<file path="config.mk">
export PLATFORM = sky130hd
export DESIGN_NAME = wdt_top
export DESIGN_NICKNAME = d
export VERILOG_FILES = /design/src/logic/wdt_sync2.v /design/src/logic/wdt_presc.v /design/src/logic/wdt_top.v
export VERILOG_INCLUDE_DIRS = /design/src /design/src/logic
export SDC_FILE = /design/constraint.sdc
export NUM_CORES = 1
export LEC_CHECK = 0
export BUFFER_PORTS_ARGS = -buffer_cell sky130_fd_sc_hd__buf_2
export CORE_MARGIN = 4
export CORE_UTILIZATION = 42
export CTS_CLUSTER_DIAMETER = 200
export DETAILED_ROUTE_END_ITERATION = 10
export PLACE_DENSITY = 0.66
export SETUP_SLACK_MARGIN = 0.02
export SLEW_MARGIN = 0
export SYNTH_ARGS = -nofsm -noshare
export SYNTH_HDL_FRONTEND = slang
export SYNTH_SLANG_ARGS = --single-unit
</file>
<file path="constraint.sdc">
create_clock -name pclk -period 5.7 [get_ports pclk]
set_clock_uncertainty 0.05 [all_clocks]
set_input_delay 0.855 -clock pclk [delete_from_list [all_inputs] [get_ports pclk]]
set_output_delay 0.855 -clock pclk [all_outputs]
set_load 0.1 [all_outputs]
</file>
<file path="src/logic/wdt_map.vh">
// Register offsets, field positions, codes and timing of the watchdog
`ifndef WDT_MAP_VH
`define WDT_MAP_VH

// ========================================
// Register byte offsets
`define WDT_OFS_CTRL 8'h00
`define WDT_OFS_CODE 8'h04
`define WDT_OFS_STAT 8'h08
`define WDT_OFS_MASK 8'h0c
`define WDT_OFS_STATE 8'h10

// ========================================
// Control register fields
`define WDT_CTRL_TMO_LO 0
`define WDT_CTRL_TMO_HI 1
`define WDT_CTRL_SEL_BIT 2
`define WDT_CTRL_EN_BIT 3
`define WDT_CTRL_DIV_BIT 4
`define WDT_CTRL_RST_TMO 2'h0
`define WDT_CTRL_RST_SEL 1'b1
`define WDT_CTRL_RST_EN 1'b1
`define WDT_CTRL_RST_DIV 1'b0

// ========================================
// Status and mask fields
`define WDT_EV_W 3
`define WDT_EV_OVF 0
`define WDT_EV_SVC 1
`define WDT_EV_DIS 2

// ========================================
// State register fields
`define WDT_ST_CNT_LO 0
`define WDT_ST_CNT_HI 1
`define WDT_ST_DIS 2
`define WDT_ST_LOCK 3
`define WDT_ST_RSTPIN 4
`define WDT_ST_NMIPEND 5
`define WDT_ST_NMISVC 6

// ========================================
// Codes written to the code register
`define WDT_CODE_CLEAR 8'h4e
`define WDT_CODE_DISABLE 8'hb1

// ========================================
// Timing
`define WDT_TICK_BIT_MAX 22
`define WDT_RST_PULSE_CYC 5'h10
`define WDT_CNT_LAST 2'h3

`endif

</file>
<file path="src/logic/wdt_sync2.v">
// Two flip-flop synchroniser for one asynchronous level
`timescale 1ns/1ps
module wdt_sync2
(
    input wire clk,
    input wire rst_n,
    input wire din,
    output wire dout
);

reg meta_r;
reg sync_r;

// ========================================
// Two stage capture, pin idles high
always @(posedge clk or negedge rst_n)
begin
    if (!rst_n)
    begin
        meta_r <= 1'b1;
        sync_r <= 1'b1;
    end
    else
    begin
        meta_r <= din;
        sync_r <= meta_r;
    end
end

assign dout = sync_r;

endmodule // wdt_sync2

</file>
<file path="src/logic/wdt_presc.v">
// Free-running prescaler with selectable tick tap
`timescale 1ns/1ps
`include "wdt_map.vh"
module wdt_presc
#(
    parameter TICK_BIT_MAX = `WDT_TICK_BIT_MAX
)
(
    input wire clk,
    input wire rst_n,
    input wire run,
    input wire [1:0] tmo_sel,
    input wire div_sel,
    output wire tick
);

localparam W = TICK_BIT_MAX + 2;

reg [W-1:0] presc_r;
wire [W-1:0] presc_nxt;
wire [W-1:0] low_mask;
wire [W-1:0] tap_mask;
integer tap_bit;

// ========================================
// Tap bit: each timeout step is a quarter, divider option doubles
always @*
begin
    tap_bit = TICK_BIT_MAX - 2 * tmo_sel + div_sel;
end

assign low_mask = ({{(W-1){1'b0}}, 1'b1} << tap_bit) - {{(W-1){1'b0}}, 1'b1};
assign tap_mask = ({{(W-1){1'b0}}, 1'b1} << (tap_bit + 1))
                  - {{(W-1){1'b0}}, 1'b1};
assign presc_nxt = presc_r + {{(W-1){1'b0}}, 1'b1};

// ========================================
// Counting, frozen while run is low
always @(posedge clk or negedge rst_n)
begin
    if (!rst_n)
        presc_r <= {W{1'b0}};
    else if (run)
        presc_r <= presc_nxt;
end

// Rising edge of tapped bit, glitch free on selection change
assign tick = run && ((presc_r & tap_mask) == low_mask);

endmodule // wdt_presc

</file>
<file path="src/logic/wdt_top.v">
// Watchdog timer with reset or pseudo NMI response, APB registers
//
// Overview of operation
// - Overflow response selectable once after reset; reset is default.
// - Overflow can serve as periodic interrupt interval timer.
// - Enable bit is bit 3 of control, resets to one.
// - Free-running prescaler feeds two-bit counter; overflow is timeout.
// - Clear code clears only the binary counter, not the prescaler.
// - Overflow rising edge fires reset if select is one, else NMI.
// - Two-bit field picks four quarter-stepped periods; divider doubles.
// - Counting freezes in stop and idle, resumes from held value.
// - Disable code stops watchdog only while enable bit is zero.
// - Disable code before clearing enable bit leaves watchdog running.
// - Binary counter held at zero while watchdog is disabled.
// - Pseudo NMI ignores enables; waits while prior NMI in service.
// - Watchdog reset pulls open-drain reset pin low for 16 clocks.
`timescale 1ns/1ps
`include "wdt_map.vh"
module wdt_top
#(
    parameter TICK_BIT_MAX = `WDT_TICK_BIT_MAX
)
(
    input wire pclk,
    input wire presetn,
    input wire psel,
    input wire penable,
    input wire pwrite,
    input wire [7:0] paddr,
    input wire [31:0] pwdata,
    output reg [31:0] prdata,
    output wire pready,
    output reg pslverr,
    input wire stop_mode,
    input wire idle_mode,
    input wire nmi_ack,
    input wire nmi_return_instruction,
    input wire sw_int_in_service,
    output wire watchdog_pseudo_nmi,
    output wire irq,
    input wire rst_pin_in,
    output wire rst_pin_out,
    output wire rst_pin_oe_n
);

// ========================================
// Declarations
reg [1:0] timeout_period_field_r;
reg overflow_response_select_r;
reg watchdog_enable_bit_r;
reg divider_stage_select_r;
reg sel_locked_r;
reg disabled_r;
reg [1:0] cnt_r;
reg [1:0] cnt_nxt;
reg [`WDT_EV_W-1:0] stat_r;
reg [`WDT_EV_W-1:0] mask_r;
reg nmi_pend_r;
reg nmi_svc_r;
reg [4:0] rst_cnt_r;
reg [31:0] rdata_nxt;
reg rd_err_nxt;
wire setup_ph;
wire wr_en;
wire wr_ctrl;
wire wr_code;
wire wr_stat;
wire wr_mask;
wire code_clear;
wire code_disable;
wire run;
wire tick;
wire overflow;
wire [`WDT_EV_W-1:0] ev_set;
wire rst_pin_sync;
wire [7:0] code_byte;

// ========================================
// APB decode, slave always ready
assign pready = 1'b1;
assign setup_ph = psel && !penable;
assign wr_en = psel && penable && pwrite;
assign wr_ctrl = wr_en && (paddr == `WDT_OFS_CTRL);
assign wr_code = wr_en && (paddr == `WDT_OFS_CODE);
assign wr_stat = wr_en && (paddr == `WDT_OFS_STAT);
assign wr_mask = wr_en && (paddr == `WDT_OFS_MASK);
assign code_byte = pwdata[7:0];

// Only the two known codes act on the watchdog
assign code_clear = wr_code && (code_byte == `WDT_CODE_CLEAR);
assign code_disable = wr_code && (code_byte == `WDT_CODE_DISABLE);

// ========================================
// Reset pin level seen back through a synchroniser
wdt_sync2 u_rst_sync
(
    .clk(pclk),
    .rst_n(presetn),
    .din(rst_pin_in),
    .dout(rst_pin_sync)
);

// ========================================
// Control register
always @(posedge pclk or negedge presetn)
begin
    if (!presetn)
    begin
        timeout_period_field_r <= `WDT_CTRL_RST_TMO;
        overflow_response_select_r <= `WDT_CTRL_RST_SEL;
        watchdog_enable_bit_r <= `WDT_CTRL_RST_EN;
        divider_stage_select_r <= `WDT_CTRL_RST_DIV;
        sel_locked_r <= 1'b0;
    end
    else if (wr_ctrl)
    begin
        timeout_period_field_r <=
            pwdata[`WDT_CTRL_TMO_HI:`WDT_CTRL_TMO_LO];
        watchdog_enable_bit_r <= pwdata[`WDT_CTRL_EN_BIT];
        divider_stage_select_r <= pwdata[`WDT_CTRL_DIV_BIT];
        // First control write makes the single selection
        if (!sel_locked_r)
            overflow_response_select_r <=
                pwdata[`WDT_CTRL_SEL_BIT];
        sel_locked_r <= 1'b1;
    end
end

// ========================================
// Disabled state: needs enable bit already clear at code write
always @(posedge pclk or negedge presetn)
begin
    if (!presetn)
        disabled_r <= 1'b0;
    else if (wr_ctrl && pwdata[`WDT_CTRL_EN_BIT])
        disabled_r <= 1'b0;
    else if (code_disable && !watchdog_enable_bit_r)
        disabled_r <= 1'b1;
end

// ========================================
// Prescaler, frozen in stop and idle
assign run = !stop_mode && !idle_mode;

wdt_presc
#(
    .TICK_BIT_MAX(TICK_BIT_MAX)
)
u_presc
(
    .clk(pclk),
    .rst_n(presetn),
    .run(run),
    .tmo_sel(timeout_period_field_r),
    .div_sel(divider_stage_select_r),
    .tick(tick)
);

// ========================================
// Two-stage binary counter and overflow
assign overflow = tick && !disabled_r
                  && (cnt_r == `WDT_CNT_LAST);

always @*
begin
    cnt_nxt = cnt_r;
    if (disabled_r)
        cnt_nxt = 2'h0;
    else if (code_clear)
        cnt_nxt = 2'h0;
    else if (tick)
        cnt_nxt = cnt_r + 2'h1;
end

always @(posedge pclk or negedge presetn)
begin
    if (!presetn)
        cnt_r <= 2'h0;
    else
        cnt_r <= cnt_nxt;
end

// ========================================
// Reset pulse on the open-drain pin
always @(posedge pclk or negedge presetn)
begin
    if (!presetn)
        rst_cnt_r <= 5'h00;
    else if (overflow && overflow_response_select_r)
        rst_cnt_r <= `WDT_RST_PULSE_CYC;
    else if (rst_cnt_r != 5'h00)
        rst_cnt_r <= rst_cnt_r - 5'h01;
end

// Pin only ever pulled low; enable active low while pulling
assign rst_pin_out = 1'b0;
assign rst_pin_oe_n = (rst_cnt_r == 5'h00);

// ========================================
// Pseudo NMI request and in-service tracking
always @(posedge pclk or negedge presetn)
begin
    if (!presetn)
    begin
        nmi_pend_r <= 1'b0;
        nmi_svc_r <= 1'b0;
    end
    else
    begin
        // New overflow wins over an acknowledge in the same cycle
        if (overflow && !overflow_response_select_r)
            nmi_pend_r <= 1'b1;
        else if (nmi_ack && watchdog_pseudo_nmi)
            nmi_pend_r <= 1'b0;
        if (nmi_ack && watchdog_pseudo_nmi)
            nmi_svc_r <= 1'b1;
        else if (nmi_return_instruction)
            nmi_svc_r <= 1'b0;
    end
end

// No enable register gates it, only a handler already running
assign watchdog_pseudo_nmi = nmi_pend_r && !nmi_svc_r
                             && !sw_int_in_service;

// ========================================
// Sticky status, write one to clear, set wins
assign ev_set[`WDT_EV_OVF] = overflow;
assign ev_set[`WDT_EV_SVC] = code_clear;
assign ev_set[`WDT_EV_DIS] = code_disable && !watchdog_enable_bit_r;

always @(posedge pclk or negedge presetn)
begin
    if (!presetn)
        stat_r <= {`WDT_EV_W{1'b0}};
    else if (wr_stat)
        stat_r <= (stat_r & ~pwdata[`WDT_EV_W-1:0]) | ev_set;
    else
        stat_r <= stat_r | ev_set;
end

always @(posedge pclk or negedge presetn)
begin
    if (!presetn)
        mask_r <= {`WDT_EV_W{1'b0}};
    else if (wr_mask)
        mask_r <= pwdata[`WDT_EV_W-1:0];
end

// Level interrupt for interval-timer use
assign irq = |(stat_r & mask_r);

// ========================================
// Read mux, captured in the setup phase
always @*
begin
    rdata_nxt = 32'h0000_0000;
    rd_err_nxt = 1'b0;
    case (paddr)
        `WDT_OFS_CTRL:
        begin
            rdata_nxt[`WDT_CTRL_TMO_HI:`WDT_CTRL_TMO_LO] =
                timeout_period_field_r;
            rdata_nxt[`WDT_CTRL_SEL_BIT] = overflow_response_select_r;
            rdata_nxt[`WDT_CTRL_EN_BIT] = watchdog_enable_bit_r;
            rdata_nxt[`WDT_CTRL_DIV_BIT] = divider_stage_select_r;
        end
        `WDT_OFS_CODE:
            rdata_nxt = 32'h0000_0000;
        `WDT_OFS_STAT:
            rdata_nxt[`WDT_EV_W-1:0] = stat_r;
        `WDT_OFS_MASK:
            rdata_nxt[`WDT_EV_W-1:0] = mask_r;
        `WDT_OFS_STATE:
        begin
            rdata_nxt[`WDT_ST_CNT_HI:`WDT_ST_CNT_LO] = cnt_r;
            rdata_nxt[`WDT_ST_DIS] = disabled_r;
            rdata_nxt[`WDT_ST_LOCK] = sel_locked_r;
            rdata_nxt[`WDT_ST_RSTPIN] = rst_pin_sync;
            rdata_nxt[`WDT_ST_NMIPEND] = nmi_pend_r;
            rdata_nxt[`WDT_ST_NMISVC] = nmi_svc_r;
        end
        default:
            rd_err_nxt = 1'b1;
    endcase
end

// ========================================
// Read data and error registers
always @(posedge pclk or negedge presetn)
begin
    if (!presetn)
    begin
        prdata <= 32'h0000_0000;
        pslverr <= 1'b0;
    end
    else if (setup_ph)
    begin
        prdata <= pwrite ? 32'h0000_0000 : rdata_nxt;
        pslverr <= rd_err_nxt;
    end
    else if (!psel)
    begin
        pslverr <= 1'b0;
    end
end

endmodule // wdt_top

</file>
==> impl_metrics.ini <==
[power]
ir_drop_mv = 0.1588
p_per_area_mw_per_mm2 = 223.5
p_leak_uw = 0.001719

[grt]
grt_use_met2_pct = 23.14
met3_usage_pct = 2.357
grt_max_degree = 57
grtUsageTotal_pct = 14.35
grt_pass1_wl_um = 11670
grt_overflow_total = 0
gr-usage-met1_pct = 19.95
grt_pass1_vias = 2485
busiest_layer = met2
antenna_found_initial = 0

[sta]
finalSetupViolations = 0
worst_slack_ps = 1277
rsz0062_at_grt = false
setup_tns_ps = 0
finalHoldViolations = 0
finalMaxSlewViolations = 0
min_period_ps = 4423
relSlewSlack_pct = 36.10
max_freq_mhz = 226.1
worstMarginPinSlew_ps = 945.2
period_share_pct = 77.60

[synth]
synth_cell_types = 60
async_flop_share_pct = 100.0
synth_edf_count = 0
syn_avg_cell_area_um2 = 9.384
synth-adder-area-share_pct = 2.930
muxShareOfSynthArea_pct = 1.941
synth-seq-cells = 56
synth-main-ff-cell = dfrtp_1
syn_inst = 364
synth_top_family_by_area = simple AND/OR/NAND/NOR gates
ys_seq_area_share_pct = 41.17
synth-xor-area-share_pct = 7.692
synth_compound_area_share_pct = 13.26
syn_area_mm2 = 0.003416
yosys_warnings = 0
synth-simple-area-share_pct = 24.25

[floorplanning]
io_pins = 89
die_y_um = 98.18
fp.dieW_um = 98.18
die_area_mm2 = 0.009639
initial_core_util_pct = 43.75
fp-row-count = 32
coreArea_mm2 = 0.007807

[routing]
drc = 0
wl_per_cell_um = 13.67
num_vias = 2651
drtAntennaViolNets = 0
firstDrtPassIters = 5
drtIter0Drc = 238
avgViaCountPerCell = 5.313
wl_um = 6819

[cts]
clk_latency_ps = 310
cts_num_sinks = 56
postCtsSetupBuffers = 0
cts_tree = yes
clk_pin_slew_ps = 100
post_cts_resized = 0
cts_htree_levels = 2
cts.path.max_buffers = 2
cts_buffers = 5
cts_hold_buf = 0
root_buffer = clkbuf_8

[worst_setup_path]
critical_path.max_fanout = 24
end_kind = flip-flop
path_cells = nand2b_1 > inv_2 > ha_1 > or3_1 > ha_1 > and2_1 > a32o_1 > a31oi_1 > mux2i_1 > o22ai_1 > or4_4 > and3b_1
crit_type = reg2reg
worstPathArrival_ps = 4580
critPathMaxStageDelay_ps = 830
required_ps = 5860
slowest_stage = dfrtp_1
cp-start-kind = flip-flop
cp_common_cell = ha_1

[placed_design]
portBuffers = 37
preCtsSetupSlack_ps = 1316
gp_congestion = 0.8161
dp_hpwl_um = 5035

[run]
maxCapViolations = 0

[layout]
final_cell_mix = 52 x dfrtp_1, 48 x nand2_1, 37 x buf_2
mostFrequentLayoutCell = dfrtp_1
post-route-util_pct = 47.18
syn2layout_area_growth_pct = 7.839
layout.nets = 455
drive_gt1_share_pct = 17.13
diodes = 0

[status]
status = complete, no violations

[worst_hold_path]
min_path_type = reg2reg
==> synth_stat cells (all sizes together), types with 6 or more instances <==
cell type,number,share of area (%)
nor3,7,1.0
nor2b,8,1.5
a21oi,12,1.8
nand2,48,5.3
clkbuf,10,1.1
inv,11,1.2
ha,8,2.9
nor2,12,1.3
nand3,11,1.6
nand4,7,1.7
xor2,9,2.3
dfrtp,52,38
o21ai,17,2.5
nand2b,6,1.1
and2,9,1.6
buf,29,6.2
xnor2,21,5.4
==> power breakdown <==
part	leakage, uW	internal, uW	total (uW)	switching, uW
Combinational	0.000911	32.2	150	118
Sequential	0.000757	420	441	21.4
Clock	0.0000516	99.7	232	132
==> sequential cells by signal, indices dropped and copies added, names as in the netlist, 2 cells and up <==
| signal | count |
|---|---|
| rst_cnt_r | 5 |
| u_presc.presc_r | 24 |
| prdata | 7 |
| mask_r | 3 |
| stat_r | 3 |
| timeout_period_field_r | 2 |
| cnt_r | 2 |
==> path summary, 6_finish.rpt <==
kind	depth (start not counted)	startpoint	to	slack (ps)
setup / recovery	12	timeout_period_field_r[0]	rst_cnt_r[2]	1280
hold / removal	0	u_rst_sync.meta_r	u_rst_sync.dout	310
setup reg to reg	12	timeout_period_field_r[0]	rst_cnt_r[2]	1280
hold reg to reg	0	u_rst_sync.meta_r	u_rst_sync.dout	310
max in group asynchronous	2	presetn	prdata[5]	4530
min in group asynchronous	2	presetn	u_presc.presc_r[12]	620
==> critical path, delay by kind of cell, from the launching register on <==
kind | cells | cell delay [ps]
simple gates | 5 | 1610
flops | 1 | 830
compound gates | 3 | 720
fa+ha+maj | 2 | 710
mux | 1 | 290
buf+inv | 1 | 110
==> stage by stage <==
| stage | area (um2) | hold WS, ps | std cells | power [uW] |
|---|---|---|---|---|
| floorplan | 3510 | 295.2 | 389 | 579.7 |
| global placement | 3587 | 296.3 | 491 | 594.0 |
| detailed placement | 3587 | 300.8 | 491 | 600.4 |
| CTS | 3684 | 315.2 | 499 | 830.0 |
| global route | 3684 | 317.6 | 499 | 861.6 |
| finish | 3684 | 314.3 | 499 | 823.4 |
==> cells by family after synthesis <==
group                      after synthesis
AOI/OAI and AO/OA                       65
DFF                                     56
other                                    2
xor gates and xnor gates                30
buffers and inverters                   50
and+or+nand+nor                        147
adders and majority gates                8
muxes                                    6
==> final cells by class <==
class / instances / area, um2
inverters: 11 / 41.29
fillers: 751 / 4124
clock buffers: 6 / 82.58
repair buffers: 39 / 200.2
flip-flops and latches: 56 / 1406
multi-input cells: 283 / 1812
clock inverters: 2 / 13.76
well taps: 102 / 127.6
==> routing by layer <==
metal,wire length [um],vias up
li1,-,1301
met1,3073,1249
met2,3271,87
met3,369,14
met4,104,0
met5,0,-
No activity file was read; power rests on OpenSTA's default activity.
